**config.mk**
```make
export PLATFORM = sky130hd
export DESIGN_NAME = boot_image_loader
export DESIGN_NICKNAME = d
export VERILOG_FILES = /design/src/verilog/boot_loader_pkg.sv /design/src/verilog/sym_fifo.sv /design/src/verilog/boot_image_loader.sv
export SDC_FILE = /design/constraint.sdc
export NUM_CORES = 1
export LEC_CHECK = 0
export ABC_AREA = 1
export BUFFER_PORTS_ARGS = -buffer_cell sky130_fd_sc_hd__buf_2
export CELL_PAD_IN_SITES_DETAIL_PLACEMENT = 1
export CELL_PAD_IN_SITES_GLOBAL_PLACEMENT = 1
export CORE_ASPECT_RATIO = 0.8
export CORE_MARGIN = 3
export CORE_UTILIZATION = 46
export CTS_CLUSTER_SIZE = 12
export DETAILED_ROUTE_END_ITERATION = 10
export GPL_TIMING_DRIVEN = 0
export HOLD_SLACK_MARGIN = 0.05
export PLACE_DENSITY_LB_ADDON = 0.1
export SLEW_MARGIN = 20
export SYNTH_ARGS = -nofsm -noshare
export SYNTH_HDL_FRONTEND = slang
export SYNTH_SLANG_ARGS = --single-unit
```
**constraint.sdc**
```tcl
create_clock -name core_clk_i -period 2.8 [get_ports core_clk_i]
set_input_delay 0.14 -clock core_clk_i [delete_from_list [all_inputs] [get_ports core_clk_i]]
set_output_delay 0.14 -clock core_clk_i [all_outputs]
set_load 0.005 [all_outputs]
```
**src/verilog/boot_loader_pkg.sv**
```systemverilog
// Boot loader constants and helpers
`default_nettype none
package boot_loader_pkg;
    // Clocking and timing
    localparam int CORE_MHZ = 250;
    localparam int WAIT_CLOCKS = 750000;
    localparam int LINK_EN_NS = 200;
    localparam int LINK_EN_CYCLES = (LINK_EN_NS * CORE_MHZ + 999) / 1000;
    localparam int SPI_REF_CORE_MHZ = 400;
    localparam int SPI_REF_KHZ = 2500;
    localparam int SPI_DIV = SPI_REF_CORE_MHZ * 1000 / SPI_REF_KHZ;
    localparam int SPI_HALF = SPI_DIV / 2;
    localparam int LINK_TX_HALF = 4;
    // Image format and checks
    localparam logic [31:0] CRC_POLY = 32'hedb88320;
    localparam logic [31:0] CRC_SEED = 32'hffffffff;
    localparam logic [31:0] CRC_SKIP = 32'h0d15ab1e;
    localparam logic [31:0] NULL_CHANEND = 32'h0000ff02;
    localparam logic [31:0] RAM_BASE = 32'h00000000;
    localparam logic [7:0] SPI_READ_CMD = 8'h03;
    localparam logic [23:0] SPI_START_ADDR = 24'h000000;
    localparam logic [7:0] END_TOKEN = 8'h01;
    // Bit 8 flags a control token
    localparam int SYM_W = 9;
    localparam int SYM_CTRL = 8;
    localparam int FIFO_DEPTH = 16;
    // Boot source straps
    localparam logic [1:0] SRC_LINK = 2'h2;
    localparam logic [1:0] SRC_SPI = 2'h3;

    typedef struct packed {
        logic [2:0] od;
        logic [11:0] f;
        logic [5:0] r;
    } pll_cfg_t;

    function automatic pll_cfg_t pll_lookup(input logic [1:0] ratio);
        unique case (ratio)
            2'h0: pll_lookup = '{od: 3'h1, f: 12'h07a, r: 6'h00};
            2'h3: pll_lookup = '{od: 3'h2, f: 12'h077, r: 6'h00};
            2'h2: pll_lookup = '{od: 3'h2, f: 12'h031, r: 6'h00};
            2'h1: pll_lookup = '{od: 3'h2, f: 12'h017, r: 6'h00};
        endcase
    endfunction : pll_lookup

    function automatic logic [31:0] crc_byte(input logic [31:0] c, input logic [7:0] b);
        logic [31:0] x;
        x = c ^ {24'h000000, b};
        for (int i = 0; i < 8; i++) begin
            x = x[0] ? ((x >> 1) ^ CRC_POLY) : (x >> 1);
        end
        crc_byte = x;
    endfunction : crc_byte
endpackage : boot_loader_pkg
`default_nettype wire

```
**src/verilog/sym_fifo.sv**
```systemverilog
// Valid/ready FIFO
`default_nettype none
module sym_fifo #(
    parameter int WIDTH = 9,
    parameter int DEPTH = 16
) (
    input wire logic core_clk_i,
    input wire logic srst_i,
    input wire logic in_valid_i,
    output logic in_ready_o,
    input wire logic [WIDTH-1:0] in_data_i,
    output logic out_valid_o,
    input wire logic out_ready_i,
    output logic [WIDTH-1:0] out_data_o
);
    localparam int AW = $clog2(DEPTH);

    typedef struct packed {
        logic [DEPTH-1:0][WIDTH-1:0] mem;
        logic [AW-1:0] wp;
        logic [AW-1:0] rp;
        logic [AW:0] cnt;
    } fifo_t;

    fifo_t r_reg;
    fifo_t r_next;
    logic push;
    logic pop;

    assign in_ready_o = r_reg.cnt != (AW + 1)'(DEPTH);
    assign out_valid_o = r_reg.cnt != '0;
    assign out_data_o = r_reg.mem[r_reg.rp];
    assign push = in_valid_i && in_ready_o;
    assign pop = out_valid_o && out_ready_i;

    always_comb begin
        r_next = r_reg;
        if (push) begin
            r_next.mem[r_reg.wp] = in_data_i;
            r_next.wp = (r_reg.wp == AW'(DEPTH - 1)) ? '0 : r_reg.wp + 1'b1;
        end
        if (pop) begin
            r_next.rp = (r_reg.rp == AW'(DEPTH - 1)) ? '0 : r_reg.rp + 1'b1;
        end
        r_next.cnt = r_reg.cnt + (AW + 1)'(push) - (AW + 1)'(pop);
        if (srst_i) begin
            r_next.wp = '0;
            r_next.rp = '0;
            r_next.cnt = '0;
        end
    end

    always_ff @(posedge core_clk_i) begin
        r_reg <= r_next;
    end
endmodule : sym_fifo
`default_nettype wire

```
**src/verilog/boot_image_loader.sv**
```systemverilog
// Boot image loader top
//
// What this block does
// - Pins undriven in reset.
// - Wait 750,000 clocks, enable pulls, boot.
// - Straps pick debug wait, link or SPI.
// - Secure bit forces boot from OTP address zero.
// - Length, program, CRC; 0x0D15AB1E skips check.
// - Length and CRC LSB byte first.
// - Load and start at RAM address zero.
// - Reflected CRC-32 0xEDB88320, seed ones, inverted.
// - SPI master on four pins at core/160.
// - SPI read command, 24-bit zero address.
// - SPI mode 0.
// - SPI read data bytes LSB first; command and address MSB first.
// - Link enabled about 200 ns into boot.
// - Link enable drops pulls, drives outputs low.
// - Link: ack word, image, END, reply END, jump.
// - Ratio straps select PLL settings.
// - PLL fields 12, 6, 3 bits.
// - Resonator select high picks internal oscillator.
`default_nettype none
module boot_image_loader #(
    parameter int WAIT_CLOCKS = boot_loader_pkg::WAIT_CLOCKS,
    parameter int OTP_AW = 11
) (
    input wire logic core_clk_i,
    input wire logic srst_i,
    input wire logic [2:0] boot_select_i,
    input wire logic ratio_strap0_i,
    input wire logic ratio_strap1_i,
    input wire logic resonator_select_n_i,
    input wire logic secure_boot_i,
    output logic gpio_pull_en_o,
    output logic clock_select_internal_o,
    output logic [2:0] pll_output_divider_o,
    output logic [11:0] pll_feedback_o,
    output logic [5:0] pll_input_divider_o,
    output logic spi_sclk_o,
    output logic spi_cs_n_o,
    output logic spi_mosi_o,
    output logic spi_oe_n_o,
    input wire logic spi_miso_i,
    output logic link_out_wire0_o,
    output logic link_out_wire1_o,
    output logic link_out_oe_n_o,
    output logic link_pulldown_en_o,
    input wire logic link_in_wire0_i,
    input wire logic link_in_wire1_i,
    output logic link_overrun_o,
    output logic otp_rd_o,
    output logic [OTP_AW-1:0] otp_addr_o,
    input wire logic [31:0] otp_data_i,
    output logic ram_we_o,
    output logic [31:0] ram_addr_o,
    output logic [31:0] ram_wdata_o,
    input wire logic ram_ready_i,
    output logic wait_debug_o,
    output logic crc_error_o,
    output logic boot_done_o,
    output logic jump_o,
    output logic [31:0] jump_addr_o
);
    typedef enum logic [3:0] {
        S_WAIT, S_DEBUG, S_LINK_DLY, S_LINK, S_SPI, S_OTP, S_CHECK, S_ACK, S_JUMP, S_DONE,
        S_FAIL
    } main_state_t;

    typedef enum logic [2:0] {P_DEST, P_LEN, P_PROG, P_CRC, P_END, P_CHECK} parse_state_t;

    typedef struct packed {
        main_state_t st;
        parse_state_t ph;
        logic is_link;
        logic [19:0] cnt;
        logic [6:0] strap_m;
        logic [6:0] strap_s;
        logic miso_m;
        logic miso_s;
        logic li0_m;
        logic li0_s;
        logic li0_d;
        logic li1_m;
        logic li1_s;
        logic [1:0] pidx;
        logic [31:0] word;
        logic [31:0] left;
        logic [31:0] waddr;
        logic [31:0] crc;
        logic [31:0] rx_crc;
        logic [31:0] ack_dest;
        logic push_valid;
        logic [8:0] push_data;
        logic spi_cmd;
        logic [5:0] bits;
        logic [31:0] sh;
        logic [7:0] rx;
        logic [8:0] lsh;
        logic [3:0] lcnt;
        logic [7:0] tx_sh;
        logic [2:0] tx_idx;
        logic [2:0] otp_left;
        logic [31:0] otp_word;
        logic pull_en;
        logic clk_int;
        boot_loader_pkg::pll_cfg_t pll;
        logic sclk;
        logic cs_n;
        logic mosi;
        logic spi_oe_n;
        logic lo0;
        logic lo1;
        logic link_oe_n;
        logic link_pd;
        logic overrun;
        logic otp_rd;
        logic [OTP_AW-1:0] otp_addr;
        logic ram_we;
        logic [31:0] ram_addr;
        logic [31:0] ram_wdata;
        logic wait_debug;
        logic crc_err;
        logic done;
        logic jump;
    } state_t;

    state_t r_reg;
    state_t r_next;
    logic fifo_in_ready;
    logic fifo_out_valid;
    logic fifo_pop;
    logic [8:0] fifo_out_data;

    sym_fifo #(.WIDTH(boot_loader_pkg::SYM_W), .DEPTH(boot_loader_pkg::FIFO_DEPTH)) u_fifo (
        .core_clk_i(core_clk_i),
        .srst_i(srst_i),
        .in_valid_i(r_reg.push_valid),
        .in_ready_o(fifo_in_ready),
        .in_data_i(r_reg.push_data),
        .out_valid_o(fifo_out_valid),
        .out_ready_i(fifo_pop),
        .out_data_o(fifo_out_data)
    );

    // Drain only while loading and RAM idle
    assign fifo_pop = fifo_out_valid && (r_reg.ph != P_CHECK) && !r_reg.ram_we
        && (r_reg.st == S_LINK || r_reg.st == S_SPI || r_reg.st == S_OTP);

    always_comb begin
        logic [7:0] b;
        logic [31:0] w;
        logic tick;
        logic [8:0] sym;
        b = fifo_out_data[7:0];
        w = {b, r_reg.word[31:8]};
        tick = 1'b0;
        sym = '0;
        r_next = r_reg;
        r_next.jump = 1'b0;
        r_next.strap_m = {secure_boot_i, resonator_select_n_i, ratio_strap1_i,
            ratio_strap0_i, boot_select_i};
        r_next.strap_s = r_reg.strap_m;
        r_next.miso_m = spi_miso_i;
        r_next.miso_s = r_reg.miso_m;
        r_next.li0_m = link_in_wire0_i;
        r_next.li0_s = r_reg.li0_m;
        r_next.li0_d = r_reg.li0_s;
        r_next.li1_m = link_in_wire1_i;
        r_next.li1_s = r_reg.li1_m;
        if (r_reg.push_valid && fifo_in_ready) begin
            r_next.push_valid = 1'b0;
        end
        if (r_reg.ram_we && ram_ready_i) begin
            r_next.ram_we = 1'b0;
        end
        if (fifo_pop) begin
            if (!fifo_out_data[boot_loader_pkg::SYM_CTRL] || r_reg.ph == P_END) begin
                r_next.pidx = r_reg.pidx + 2'h1;
                r_next.word = w;
            end
            unique case (r_reg.ph)
                P_DEST: if (r_reg.pidx == 2'h3) begin
                    r_next.ack_dest = w;
                    r_next.ph = P_LEN;
                end
                P_LEN: begin
                    r_next.crc = boot_loader_pkg::crc_byte(r_reg.crc, b);
                    if (r_reg.pidx == 2'h3) begin
                        r_next.left = w;
                        r_next.ph = (w == '0) ? P_CRC : P_PROG;
                    end
                end
                P_PROG: begin
                    r_next.crc = boot_loader_pkg::crc_byte(r_reg.crc, b);
                    if (r_reg.pidx == 2'h3) begin
                        r_next.ram_we = 1'b1;
                        r_next.ram_wdata = w;
                        r_next.ram_addr = r_reg.waddr;
                        r_next.waddr = r_reg.waddr + 32'h1;
                        r_next.left = r_reg.left - 32'h1;
                        if (r_reg.left == 32'h1) begin
                            r_next.ph = P_CRC;
                        end
                    end
                end
                P_CRC: if (r_reg.pidx == 2'h3) begin
                    r_next.rx_crc = w;
                    r_next.ph = r_reg.is_link ? P_END : P_CHECK;
                end
                P_END: begin
                    r_next.pidx = 2'h0;
                    if (fifo_out_data == {1'b1, boot_loader_pkg::END_TOKEN}) begin
                        r_next.ph = P_CHECK;
                    end
                end
                P_CHECK: ;
            endcase
        end
        unique case (r_reg.st)
            S_WAIT: begin
                r_next.cnt = r_reg.cnt + 20'h1;
                if (r_reg.cnt == 20'(WAIT_CLOCKS - 1)) begin
                    r_next.cnt = '0;
                    r_next.pull_en = 1'b1;
                    r_next.clk_int = r_reg.strap_s[5];
                    r_next.pll = boot_loader_pkg::pll_lookup(
                        r_reg.strap_s[4:3]);
                    if (r_reg.strap_s[6]) begin
                        r_next.st = S_OTP;
                        r_next.otp_addr = '0;
                    end else if (r_reg.strap_s[1:0] == boot_loader_pkg::SRC_LINK) begin
                        r_next.st = S_LINK_DLY;
                        r_next.is_link = 1'b1;
                        r_next.ph = P_DEST;
                    end else if (r_reg.strap_s[1:0] == boot_loader_pkg::SRC_SPI) begin
                        r_next.st = S_SPI;
                        r_next.cs_n = 1'b0;
                        r_next.spi_oe_n = 1'b0;
                        r_next.spi_cmd = 1'b1;
                        r_next.bits = 6'd32;
                        r_next.mosi = boot_loader_pkg::SPI_READ_CMD[7];
                        r_next.sh = {boot_loader_pkg::SPI_READ_CMD[6:0],
                            boot_loader_pkg::SPI_START_ADDR, 1'b0};
                    end else begin
                        r_next.st = S_DEBUG;
                        r_next.wait_debug = 1'b1;
                    end
                end
            end
            S_LINK_DLY: begin
                r_next.cnt = r_reg.cnt + 20'h1;
                if (r_reg.cnt == 20'(boot_loader_pkg::LINK_EN_CYCLES - 1)) begin
                    r_next.cnt = '0;
                    r_next.link_pd = 1'b0;
                    r_next.link_oe_n = 1'b0;
                    r_next.st = S_LINK;
                end
            end
            S_LINK: begin
                // Strobe rise samples data
                if (r_reg.li0_s && !r_reg.li0_d) begin
                    sym = {r_reg.li1_s, r_reg.lsh[8:1]};
                    r_next.lsh = sym;
                    r_next.lcnt = r_reg.lcnt + 4'h1;
                    if (r_reg.lcnt == 4'h8) begin
                        r_next.lcnt = '0;
                        r_next.overrun = r_reg.overrun | r_reg.push_valid;
                        r_next.push_valid = 1'b1;
                        r_next.push_data = {sym[0], sym[8:1]};
                    end
                end
                if (r_reg.ph == P_CHECK) begin
                    r_next.st = S_CHECK;
                end
            end
            S_SPI: begin
                tick = r_reg.cnt == 20'(boot_loader_pkg::SPI_HALF - 1);
                r_next.cnt = tick ? '0 : r_reg.cnt + 20'h1;
                if (!r_reg.sclk && r_reg.ph == P_CHECK) begin
                    r_next.cs_n = 1'b1;
                    r_next.st = S_CHECK;
                end else if (tick && !r_reg.sclk && r_reg.bits == '0) begin
                    if (r_reg.spi_cmd) begin
                        r_next.spi_cmd = 1'b0;
                        r_next.bits = 6'd8;
                    end else if (!r_reg.push_valid) begin // back-pressure holds clock low
                        r_next.push_valid = 1'b1;
                        r_next.push_data = {1'b0, r_reg.rx};
                        r_next.bits = 6'd8;
                    end else begin
                        r_next.cnt = r_reg.cnt;
                    end
                end else if (tick && !r_reg.sclk) begin
                    r_next.sclk = 1'b1;
                    r_next.rx = {r_reg.miso_s, r_reg.rx[7:1]};
                    r_next.bits = r_reg.bits - 6'h1;
                end else if (tick) begin
                    r_next.sclk = 1'b0;
                    r_next.mosi = r_reg.sh[31];
                    r_next.sh = {r_reg.sh[30:0], 1'b0};
                end
            end
            S_OTP: begin
                r_next.otp_rd = 1'b0;
                if (r_reg.otp_rd) begin
                    r_next.otp_word = otp_data_i;
                    r_next.otp_left = 3'h4;
                    r_next.otp_addr = r_reg.otp_addr + 1'b1;
                end else if (r_reg.otp_left != '0 && !r_reg.push_valid) begin
                    r_next.push_valid = 1'b1;
                    r_next.push_data = {1'b0, r_reg.otp_word[7:0]};
                    r_next.otp_word = {8'h00, r_reg.otp_word[31:8]};
                    r_next.otp_left = r_reg.otp_left - 3'h1;
                end else if (r_reg.otp_left == '0 && r_reg.ph != P_CHECK) begin
                    r_next.otp_rd = 1'b1;
                end
                if (r_reg.ph == P_CHECK && !r_reg.otp_rd) begin
                    r_next.st = S_CHECK;
                end
            end
            S_CHECK: begin
                if (r_reg.ram_we) begin
                    r_next.st = S_CHECK;
                end else if (r_reg.rx_crc != boot_loader_pkg::CRC_SKIP
                        && r_reg.rx_crc != ~r_reg.crc) begin
                    r_next.crc_err = 1'b1;
                    r_next.st = S_FAIL;
                end else if (r_reg.is_link
                        && r_reg.ack_dest != boot_loader_pkg::NULL_CHANEND) begin
                    r_next.st = S_ACK;
                    r_next.cnt = '0;
                    r_next.tx_idx = '0;
                    r_next.bits = '0;
                end else begin
                    r_next.st = S_JUMP;
                end
            end
            S_ACK: begin
                // Dest bytes then END
                r_next.cnt = r_reg.cnt + 20'h1;
                if (r_reg.cnt == 20'(boot_loader_pkg::LINK_TX_HALF - 1)) begin
                    r_next.cnt = '0;
                    if (r_reg.lo0) begin
                        r_next.lo0 = 1'b0;
                        r_next.lo1 = r_reg.tx_sh[0];
                        r_next.tx_sh = {1'b0, r_reg.tx_sh[7:1]};
                        r_next.bits = r_reg.bits - 6'h1;
                    end else if (r_reg.bits != '0) begin
                        r_next.lo0 = 1'b1;
                    end else if (r_reg.tx_idx == 3'h5) begin
                        r_next.lo1 = 1'b0;
                        r_next.st = S_JUMP;
                    end else begin
                        r_next.lo1 = r_reg.tx_idx == 3'h4;
                        r_next.tx_sh = (r_reg.tx_idx == 3'h4) ? boot_loader_pkg::END_TOKEN
                            : r_reg.ack_dest[8 * r_reg.tx_idx[1:0] +: 8];
                        r_next.tx_idx = r_reg.tx_idx + 3'h1;
                        r_next.bits = 6'd9;
                    end
                end
            end
            S_JUMP: begin
                r_next.jump = 1'b1;
                r_next.done = 1'b1;
                r_next.st = S_DONE;
            end
            S_DEBUG, S_DONE, S_FAIL: ;
        endcase
        if (srst_i) begin
            r_next = '0;
            r_next.st = S_WAIT;
            r_next.ph = P_LEN;
            r_next.crc = boot_loader_pkg::CRC_SEED;
            r_next.waddr = boot_loader_pkg::RAM_BASE;
            r_next.cs_n = 1'b1;
            r_next.spi_oe_n = 1'b1;
            r_next.link_oe_n = 1'b1;
            r_next.link_pd = 1'b1;
        end
    end

    always_ff @(posedge core_clk_i) begin
        r_reg <= r_next;
    end

    assign gpio_pull_en_o = r_reg.pull_en;
    assign clock_select_internal_o = r_reg.clk_int;
    assign pll_output_divider_o = r_reg.pll.od;
    assign pll_feedback_o = r_reg.pll.f;
    assign pll_input_divider_o = r_reg.pll.r;
    assign spi_sclk_o = r_reg.sclk;
    assign spi_cs_n_o = r_reg.cs_n;
    assign spi_mosi_o = r_reg.mosi;
    assign spi_oe_n_o = r_reg.spi_oe_n;
    assign link_out_wire0_o = r_reg.lo0;
    assign link_out_wire1_o = r_reg.lo1;
    assign link_out_oe_n_o = r_reg.link_oe_n;
    assign link_pulldown_en_o = r_reg.link_pd;
    assign link_overrun_o = r_reg.overrun;
    assign otp_rd_o = r_reg.otp_rd;
    assign otp_addr_o = r_reg.otp_addr;
    assign ram_we_o = r_reg.ram_we;
    assign ram_addr_o = r_reg.ram_addr;
    assign ram_wdata_o = r_reg.ram_wdata;
    assign wait_debug_o = r_reg.wait_debug;
    assign crc_error_o = r_reg.crc_err;
    assign boot_done_o = r_reg.done;
    assign jump_o = r_reg.jump;
    assign jump_addr_o = boot_loader_pkg::RAM_BASE;
endmodule : boot_image_loader
`default_nettype wire

```
[Word level (Yosys, flattened, before mapping)]
Cells that the tools add are included.
Storage, ports and cells
  register bits after elaboration: 628
  bits in latches: 0
  RAM bits: 0
  ROM bits: 0
  input port bits: 45
  logic and storage cells: 389
  memories kept: 0
Operators by class
  add/subtract/negate cells: 13
  multipliers: 0
  div/mod/pow operators: 0
  magnitude comparators: 3
  equal/unequal tests: 72
  shift-type cells: 1
  muxes and demuxes: 134
  bitwise operators: 17
  reduce and logical (&&, ||, !) cells: 76
Operator list (count)
  $mux W32: 11
  $mux W20: 10
  $mux W65: 3
  $mux W39: 4
  $bwmux W144: 1
  $pmux W32 S2: 2
  $not A13 Y14: 8
  $pmux W20 S5: 1
  $pmux W21 S4: 1
  $mux W4: 19
  $mux W35: 2
  $mux W11: 6
  $mux W6: 11
  $mux W64: 1
  $mux W10: 6
  $mux W57: 1
  $mux W3: 17
  $ne A2 B2 Y1 const B: 25
  $mux W40: 1
  $bmux W9 S4: 1
  $demux W9 S4: 1
  $mux W34: 1
  $add A32 B1 Y32 const B: 1
  $eq A32 B1 Y1 const B: 1
  other kinds (76): 181

[Longest topological paths before layout]
Gate-level depths: netlist of the first run.
  depth after elaboration: 19
  gate-level depth with buffers: 22
  depth with buffers taken out: 20

[Modules after synthesis]
From an unflattened synthesis of the first run, not the netlist that was laid out.
Second synthesis, totals
  cell total of the unflattened synthesis: 3925
  area total of the unflattened synthesis: 29703.5 µm²
Modules (own cells, without submodules)
  boot_image_loader: times used 1, cells each 3197, area an instance 22644.2 µm²
  sym_fifo: times used 1, cells each 728, area an instance 7059.3 µm²

[Least setup slack after synthesis of the first run]
No wires, ideal clock.
  path kind: flip-flop to flip-flop
  start: register r_reg[469] (netlist name)
  end: register u_fifo.r_reg[4] (netlist name)
  data arrival time: 2.419 ns
  data required time: 2.678 ns
  setup slack: 0.259 ns
  cell stages (with the launch flop): 16
  clock period less this slack: 2.541 ns
  cells stage by stage: dfxtp_1 > buf_2 > inv_1 > nand3_1 > nand3_2 > nand2_4 > inv_2 > ha_1 > inv_1 > ha_1 > inv_1 > fa_1 > o21ai_0 > a21oi_1 > o21ai_0 > a21oi_1
On the way
  word-level cells in the longest chain between the ends: 6
RTL lines
  from (decl): line boot_image_loader.sv:127  | state_t r_reg;
  from (signal assigned): line boot_image_loader.sv:383  | r_reg <= r_next;
  $eq A4 B2 Y1 / $eq A4 B3 Y1 (equally long branches)
  $logic_or A1 B1 Y1: line boot_image_loader.sv:147  | && (r_reg.st == S_LINK || r_reg.st == S_SPI || r_reg.st == S_OTP);
  $logic_or A1 B1 Y1 *: line boot_image_loader.sv:147
  $logic_and A1 B1 Y1 *: line boot_image_loader.sv:147
  $logic_and A1 B1 Y1 *: line sym_fifo.sv:34  | assign pop = out_valid_o && out_ready_i;
  named net u_fifo.pop: line sym_fifo.sv:28  | logic pop;
  $sub A5 B1 Y5 *: line sym_fifo.sv:45  | r_next.cnt = r_reg.cnt + (AW + 1)'(push) - (AW + 1)'(pop);
  to (signal assigned): line sym_fifo.sv:54  | r_reg <= r_next;
  to (decl): line sym_fifo.sv:25  | fifo_t r_reg;
Mark *: on every way through the listed nets, which the timed path passes. The rest lies on a longest branch.
A chain may end at the register's enable or synchronous reset.

[Worst setup path in the final report of the first run]
  start: register u_fifo.r_reg[5] (netlist name)
  end: register r_reg[319] (netlist name)
On the way
  word-level cells in the longest chain between the ends: 15
RTL lines
  $bmux W9 S4 *: line sym_fifo.sv:32  | assign out_data_o = r_reg.mem[r_reg.rp];
  $mux W9 (not written as such) *: line sym_fifo.sv:32
  $xor A32 B8 Y32 *: line boot_loader_pkg.sv:48  | x = c ^ {24'h000000, b};
  $mux W32 * (3 in series): line boot_loader_pkg.sv:50  | x = x[0] ? ((x >> 1) ^ CRC_POLY) : (x >> 1);
  $not A13 Y14 (no source line)
  $mux W32 *: line boot_loader_pkg.sv:50
  $not A13 Y14 (no source line)
  $mux W32 * (2 in series): line boot_loader_pkg.sv:50
  $not A13 Y14 (no source line)
  $mux W32 *: line boot_loader_pkg.sv:50
  $not A13 Y14 (no source line)
  $mux W32 *: line boot_loader_pkg.sv:50
Mark *: on every way between the ends. The rest lies on a longest branch, timed or not. The select of a mux whose other input is x is not followed.

==> impl_metrics.csv, run 1 <==
group,metric,value,unit
cells_and_area,largest_reg_flops,347,
synth,synth_cells,3837,
timing,fin_worst_skew,31.3,ps
synth,synth-main-ff-cell,"dfxtp_1",
drt,first_iter_violations,2103,
global_routing,grt_pass1_vias,28000,
clocking,clock_path_buffers,3,
floorplan,rows,82,
job,cap_violations,0,
synth,yosysTopAreaCellShare,31.0,%
global_routing,grt_max_degree,18,
clocking,clk_latency,620,ps
cells_and_area,nets,4232,
placed_design,dp_hpwl,74.8,mm
synth,synth_edf_count,144,
timing,setup_viol,0,
worst_setup_path,end_kind,"register",
synth,synth_top_area_cell,"dfxtp_1",
floorplan,io_pins,190,
placed_design,port_buffers,144,
synth,synth.area.top_cells,"dfxtp_1 (31%), edfxtp_1 (15%), nand2_1 (9.4%), o21ai_0 (6.1%), a21oi_1 (5.9%)",
cells_and_area,regArea,13500,µm²
synth,synth.distinct_cells,64,
timing,rsz0062_at_grt,"true",
floorplan,design.core.area,63100,µm²
drt,postRouteWirelength,106,mm
power_and_ir_drop,swShare,35.8,%
cells_and_area,multi_input_area,13200,µm²
cells_and_area,drive_gt1_share,14.8,%
drt,antenna_left,0,
floorplan,die_x,289,µm
floorplan,start_util,46.8,%
clocking,cts_buffers,66,
synth,yosysSeqAreaShare,45.7,%
timing,tightest_slew,1130,ps
timing,layout_min_cycle_time,2700,ps
cells_and_area,area_growth,17.2,%
drt,vias_per_cell,5.57,
worst_setup_path,cp_max_fo,10,
power_and_ir_drop,leakage,14.6,nW
drt,dr.pass1.iters,6,
cells_and_area,final.fill_count,7888,
power_and_ir_drop,seq_power_share,37.7,%
worst_setup_path,path_class,"register to register",
timing,setup_slack,101,ps
synth,async_flop_share,0,%
global_routing,grt_pass1_wl,161,mm
clocking,clock_sinks,601,
drt,drc,0,
placed_design,dp_cells,4865,
power_and_ir_drop,p_per_area,742,nW/µm²
power_and_ir_drop,total_power,25.6,mW
run_status,outcome,"finished, final reports clean",
synth,synth_seq_cells,601,
placed_design,routabilityCongestion,0.916,
floorplan,dieArea,67200,µm²
power_and_ir_drop,p_comb_share,28.4,%
clocking,htree_levels,3,
timing,period_share,96.4,%
power_and_ir_drop,p_sw,9.17,mW
global_routing,grtUsageTotal,30.8,%
cells_and_area,fin_cells,5043,
power_and_ir_drop,power.share.clock,33.9,%
power_and_ir_drop,internal-power,16.5,mW
timing,max_freq,0.370,GHz
timing,maxSlewHeadroom,24.7,%
placed_design,dp_slack,-362,ps
timing,setup-tns-final,0,ps
synth,synth_area,29500,µm²
worst_setup_path,critPathRequiredTime,3290,ps
global_routing,antenna_found_initial,3,
floorplan,chipHeight,233,µm
timing,drv_slew,0,
timing,hold_viol,0,
clocking,cts_tree,"yes",
power_and_ir_drop,ir_drop,518,µV
clocking,clk_pin_slew,60,ps
worst_setup_path,critPathArrivalTime,3190,ps
global_routing,gr-total-overflow,0,
min_path,holdCritPathClass,"input port to register",
cells_and_area,fin_util,54.8,%
clocking,root_buffer,"clkbuf_16",
drt,vias,28100,
synth,ys_warn_count,0,
worst_setup_path,setup.worst_path.start_class,"register",
drt,wl_per_cell,21.0,µm
synth,avgSynthCellArea,7.69,µm²
==> power groups by stage <==
stage | combinational, mW | clock [mW] | sequential, mW
after floorplan | 4.43 | 0 | 9.61
after global placement | 6.23 | 0 | 9.78
after detailed placement | 6.42 | 0 | 9.79
after CTS | 6.66 | 8.79 | 9.61
after global routing | 7.94 | 9.13 | 9.69
final | 7.29 | 8.70 | 9.66
==> per-layer routing <==
layer,track usage [%],vias to the layer above,part of all wire [%],wire [µm]
met5,0,-,0,0
met4,9.86,0,2.8,2960
met3,5.52,171,6.1,6460
met2,49.6,778,46,49200
met1,41.9,13900,45,47400
li1,-,13300,-,-
==> cell families (layout without fill, tap and decap cells) <==
| logic type | Yosys count | count (layout) | synth area share [%] |
|---|---|---|---|
| AND/OR/NAND/NOR | 1514 | 1514 | 22.4 |
| AO/OA/AOI/OAI | 881 | 881 | 16.2 |
| buffers and inverters | 710 | 1031 | 11.4 |
| flip-flops | 601 | 601 | 45.7 |
| XOR/XNOR | 97 | 97 | 2.98 |
| adder cells (fa/ha/maj) | 33 | 33 | 1.42 |
| other | 1 | 46 | 0.0127 |
==> path summary, 6_finish.rpt <==
check | start | endpoint | slack (ps) | depth (start not counted)
max reg2reg | u_fifo.r_reg[5] | r_reg[319] | 100 | 18
min reg2reg | r_reg[429] | r_reg[428] | 380 | 2
max | u_fifo.r_reg[5] | r_reg[319] | 100 | 18
min | ratio_strap0_i | r_reg[440] | 270 | 4
==> placed cells by master, fill, tap and decap left out, types with 29 or more instances in the layout <==
| cell type | n |
|---|---|
| a21oi_1 | 347 |
| a31oi_1 | 36 |
| buf_2 | 181 |
| buf_4 | 161 |
| clkbuf_1 | 115 |
| clkbuf_16 | 68 |
| conb_1 | 44 |
| dfxtp_1 | 449 |
| dlygate4sd3_1 | 43 |
| edfxtp_1 | 144 |
| ha_1 | 29 |
| inv_1 | 378 |
| nand2_1 | 721 |
| nand3_1 | 191 |
| nand4_1 | 59 |
| nor2_1 | 344 |
| nor3_1 | 59 |
| o21ai_0 | 351 |
| o21ai_1 | 30 |
| xor2_1 | 73 |
==> synthesized netlist by cell type (16+ instances only) <==
library cell,number
a211oi_1,16
a21oi_1,348
a31oi_1,36
buf_2,45
buf_4,148
clkbuf_1,101
dfxtp_1,457
edfxtp_1,144
ha_1,32
inv_1,380
nand2_1,738
nand3_1,195
nand4_1,59
nor2_1,362
nor3_1,61
nor4_1,27
o211ai_1,27
o21ai_0,357
o21ai_1,25
xnor2_1,19
xor2_1,74
==> cell type report <==
class                   instances  area share (%)
clock inverters                16           0.579
well taps                     840            3.04
plain buffers                 306            5.50
multi-input cells            2569            38.1
flip-flops and latches        601            39.0
clock buffers                  99            5.49
diodes                          2          0.0145
repair buffers                206            3.77
inverters                     404            4.45
==> critical path, stage by stage, from the launching register on <==
cell     delay, ps
dfxtp_1        310
buf_4          180
inv_4          110
buf_6          150
nand2_1         60
nand3_1         60
nand2_1         50
nand2_1         80
nand2_1         70
inv_1          110
nand2_2        210
xor2_4         360
nand2_1        170
nand2_4        160
nand2_1         60
nand2_1        150
nand2_1         80
nand3_1        130
nand2_1         60
==> per-stage QoR <==
stage	cell area, µm²	hold WS (ps)
floorplan	29700	247
global placement	31400	345
detailed placement	31500	352
CTS	34200	235
global route	34600	302
finish	34600	267
==> what timing repair did <==
| action | CTS | global route |
|---|---|---|
| endpoints found under the setup margin | 115 | 208 |
| hold endpoints to repair | 57 | 0 |
| setup buffers | 5 | 12 |
| hold buffers | 43 | 0 |
| resized for setup | 36 | 88 |
| pin swaps | 4 | 10 |
(Power assumes the default switching activity.)
==> run 2: changes to the inputs <==
--- a/config.mk
+++ b/config.mk
@@ -16,7 +16,7 @@
 export DETAILED_ROUTE_END_ITERATION = 10
 export GPL_TIMING_DRIVEN = 0
 export HOLD_SLACK_MARGIN = 0.05
-export PLACE_DENSITY_LB_ADDON = 0.1
+export PLACE_DENSITY_LB_ADDON = 0.2
 export SLEW_MARGIN = 20
 export SYNTH_ARGS = -nofsm -noshare
 export SYNTH_HDL_FRONTEND = slang
==> impl_metrics.csv, run 2 (synthesis results as in run 1) <==
group,metric,value,unit
timing,max_freq,0.367,GHz
cells_and_area,area_growth,16.7,%
floorplan,design.core.area,63100,µm²
timing,period_share,97.4,%
global_routing,grt_pass1_wl,163,mm
floorplan,die_x,289,µm
power_and_ir_drop,ir_drop,531,µV
placed_design,port_buffers,144,
global_routing,grt_pass1_vias,28800,
floorplan,io_pins,190,
clocking,cts_tree,"yes",
worst_setup_path,setup.worst_path.start_class,"register",
timing,setup_viol,0,
drt,first_iter_violations,1992,
worst_setup_path,end_kind,"register",
power_and_ir_drop,leakage,14.5,nW
clocking,clock_path_buffers,3,
cells_and_area,fin_util,54.6,%
power_and_ir_drop,p_per_area,728,nW/µm²
drt,dr.pass1.iters,7,
drt,vias,28200,
floorplan,rows,82,
worst_setup_path,critPathArrivalTime,3260,ps
cells_and_area,final.fill_count,7951,
clocking,root_buffer,"clkbuf_16",
cells_and_area,nets,4229,
timing,tightest_slew,1250,ps
clocking,clk_latency,650,ps
cells_and_area,final_common_cell,"nand2_1",
placed_design,routabilityCongestion,0.917,
global_routing,grt_max_degree,18,
cells_and_area,largest_reg_flops,347,
worst_setup_path,critPathRequiredTime,3330,ps
global_routing,gr-total-overflow,0,
drt,postRouteWirelength,107,mm
worst_setup_path,cp_max_fo,10,
cells_and_area,drive_gt1_share,14.6,%
clocking,htree_levels,2,
global_routing,grtUsageTotal,31.0,%
timing,fin_worst_skew,18.1,ps
min_path,holdCritPathClass,"input port to register",
job,cap_violations,0,
timing,maxSlewHeadroom,16.4,%
power_and_ir_drop,total_power,25.1,mW
timing,hold_viol,0,
placed_design,dp_hpwl,75.0,mm
timing,setup_slack,72.1,ps
clocking,clk_pin_slew,70,ps
drt,vias_per_cell,5.60,
worst_setup_path,reg2reg_setup_slack,70,ps
floorplan,dieArea,67200,µm²
clocking,cts_buffers,61,
timing,layout_min_cycle_time,2730,ps
timing,rsz0062_at_grt,"true",
global_routing,antenna_found_initial,5,
run_status,outcome,"finished, final reports clean",
floorplan,start_util,46.8,%
worst_setup_path,path_class,"register to register",
cells_and_area,layout_common_cells,"nand2_1 (722), dfxtp_1 (452), inv_1 (378)",
drt,drc,0,
floorplan,chipHeight,233,µm
placed_design,dp_slack,-386,ps
drt,wl_per_cell,21.1,µm
timing,drv_slew,0,
clocking,clock_sinks,601,
drt,antenna_left,0,
-- run 2: power by group --
part           switching, mW  total [mW]  internal, mW
logic                   4.88        7.11          2.23
registers              0.461        9.65          9.19
clock network           3.55        8.32          4.77
-- run 2: worst paths after layout --
kind | depth (start not counted) | from | end
worst min-delay path | 4 | secure_boot_i | r_reg[443]
worst min register to register | 2 | r_reg[437] | r_reg[430]
worst max register to register | 17 | u_fifo.r_reg[5] | r_reg[319]
worst max-delay path | 17 | u_fifo.r_reg[5] | r_reg[319]
-- run 2: per-layer routing --
metal	wire (µm)	track usage (%)	vias up	share of wire, %
met5	7	0	-	0.0066
met2	49000	50.5	915	46
met3	6550	4.98	231	6.1
li1	-	-	13200	-
met1	47000	41.4	13900	44
met4	4040	11.7	2	3.8
-- run 2: area by class of cell --
| class | count | area (µm²) | share of cell area [%] |
|---|---|---|---|
| clock buffers | 98 | 1850 | 5.38 |
| plain buffers | 306 | 1880 | 5.46 |
| flip-flops and latches | 601 | 13500 | 39.1 |
| diodes | 4 | 10.0 | 0.0291 |
| repair buffers | 208 | 1310 | 3.80 |
| multi-input cells | 2569 | 13200 | 38.2 |
| clock inverters | 9 | 146 | 0.425 |
| inverters | 404 | 1540 | 4.47 |
| well taps | 840 | 1050 | 3.05 |
-- run 2: repair_timing --
action / CTS / global route
setup endpoints to repair: 134 / 163
resized for setup: 21 / 88
pin swaps: 1 / 14
hold endpoints to repair: 57 / 0
buffers inserted: 3 / 17
hold buffers: 43 / 0
-- run 2: through the flow --
| stage | setup TNS [ps] | hold WS, ps | cell area, µm² | std cells |
|---|---|---|---|---|
| 2_1_floorplan | 0 | 247 | 29700 | 3880 |
| 3_3_place_gp | -7400 | 345 | 31400 | 4864 |
| 3_5_place_dp | -13730 | 350 | 31400 | 4864 |
| 4_1_cts | -235 | 214 | 34000 | 5017 |
| 5_1_grt | -180 | 248 | 34400 | 5039 |
| 6_report | 0 | 248 | 34400 | 5039 |
-- run 2: worst max-delay path, stage by stage (launching register included) --
cell and delay (ps):
dfxtp_1 340, buf_4 170, inv_4 60, buf_2 200, o21ai_0 210, nand3_1 130
nand3_1 180, nand2_1 160, nand2_1 140, nand2_4 130, inv_2 120, nand2_1 90
nand2_4 150, nand2_1 70, nand2_1 160, nand2_1 80, nand3_1 120, nand2_1 70
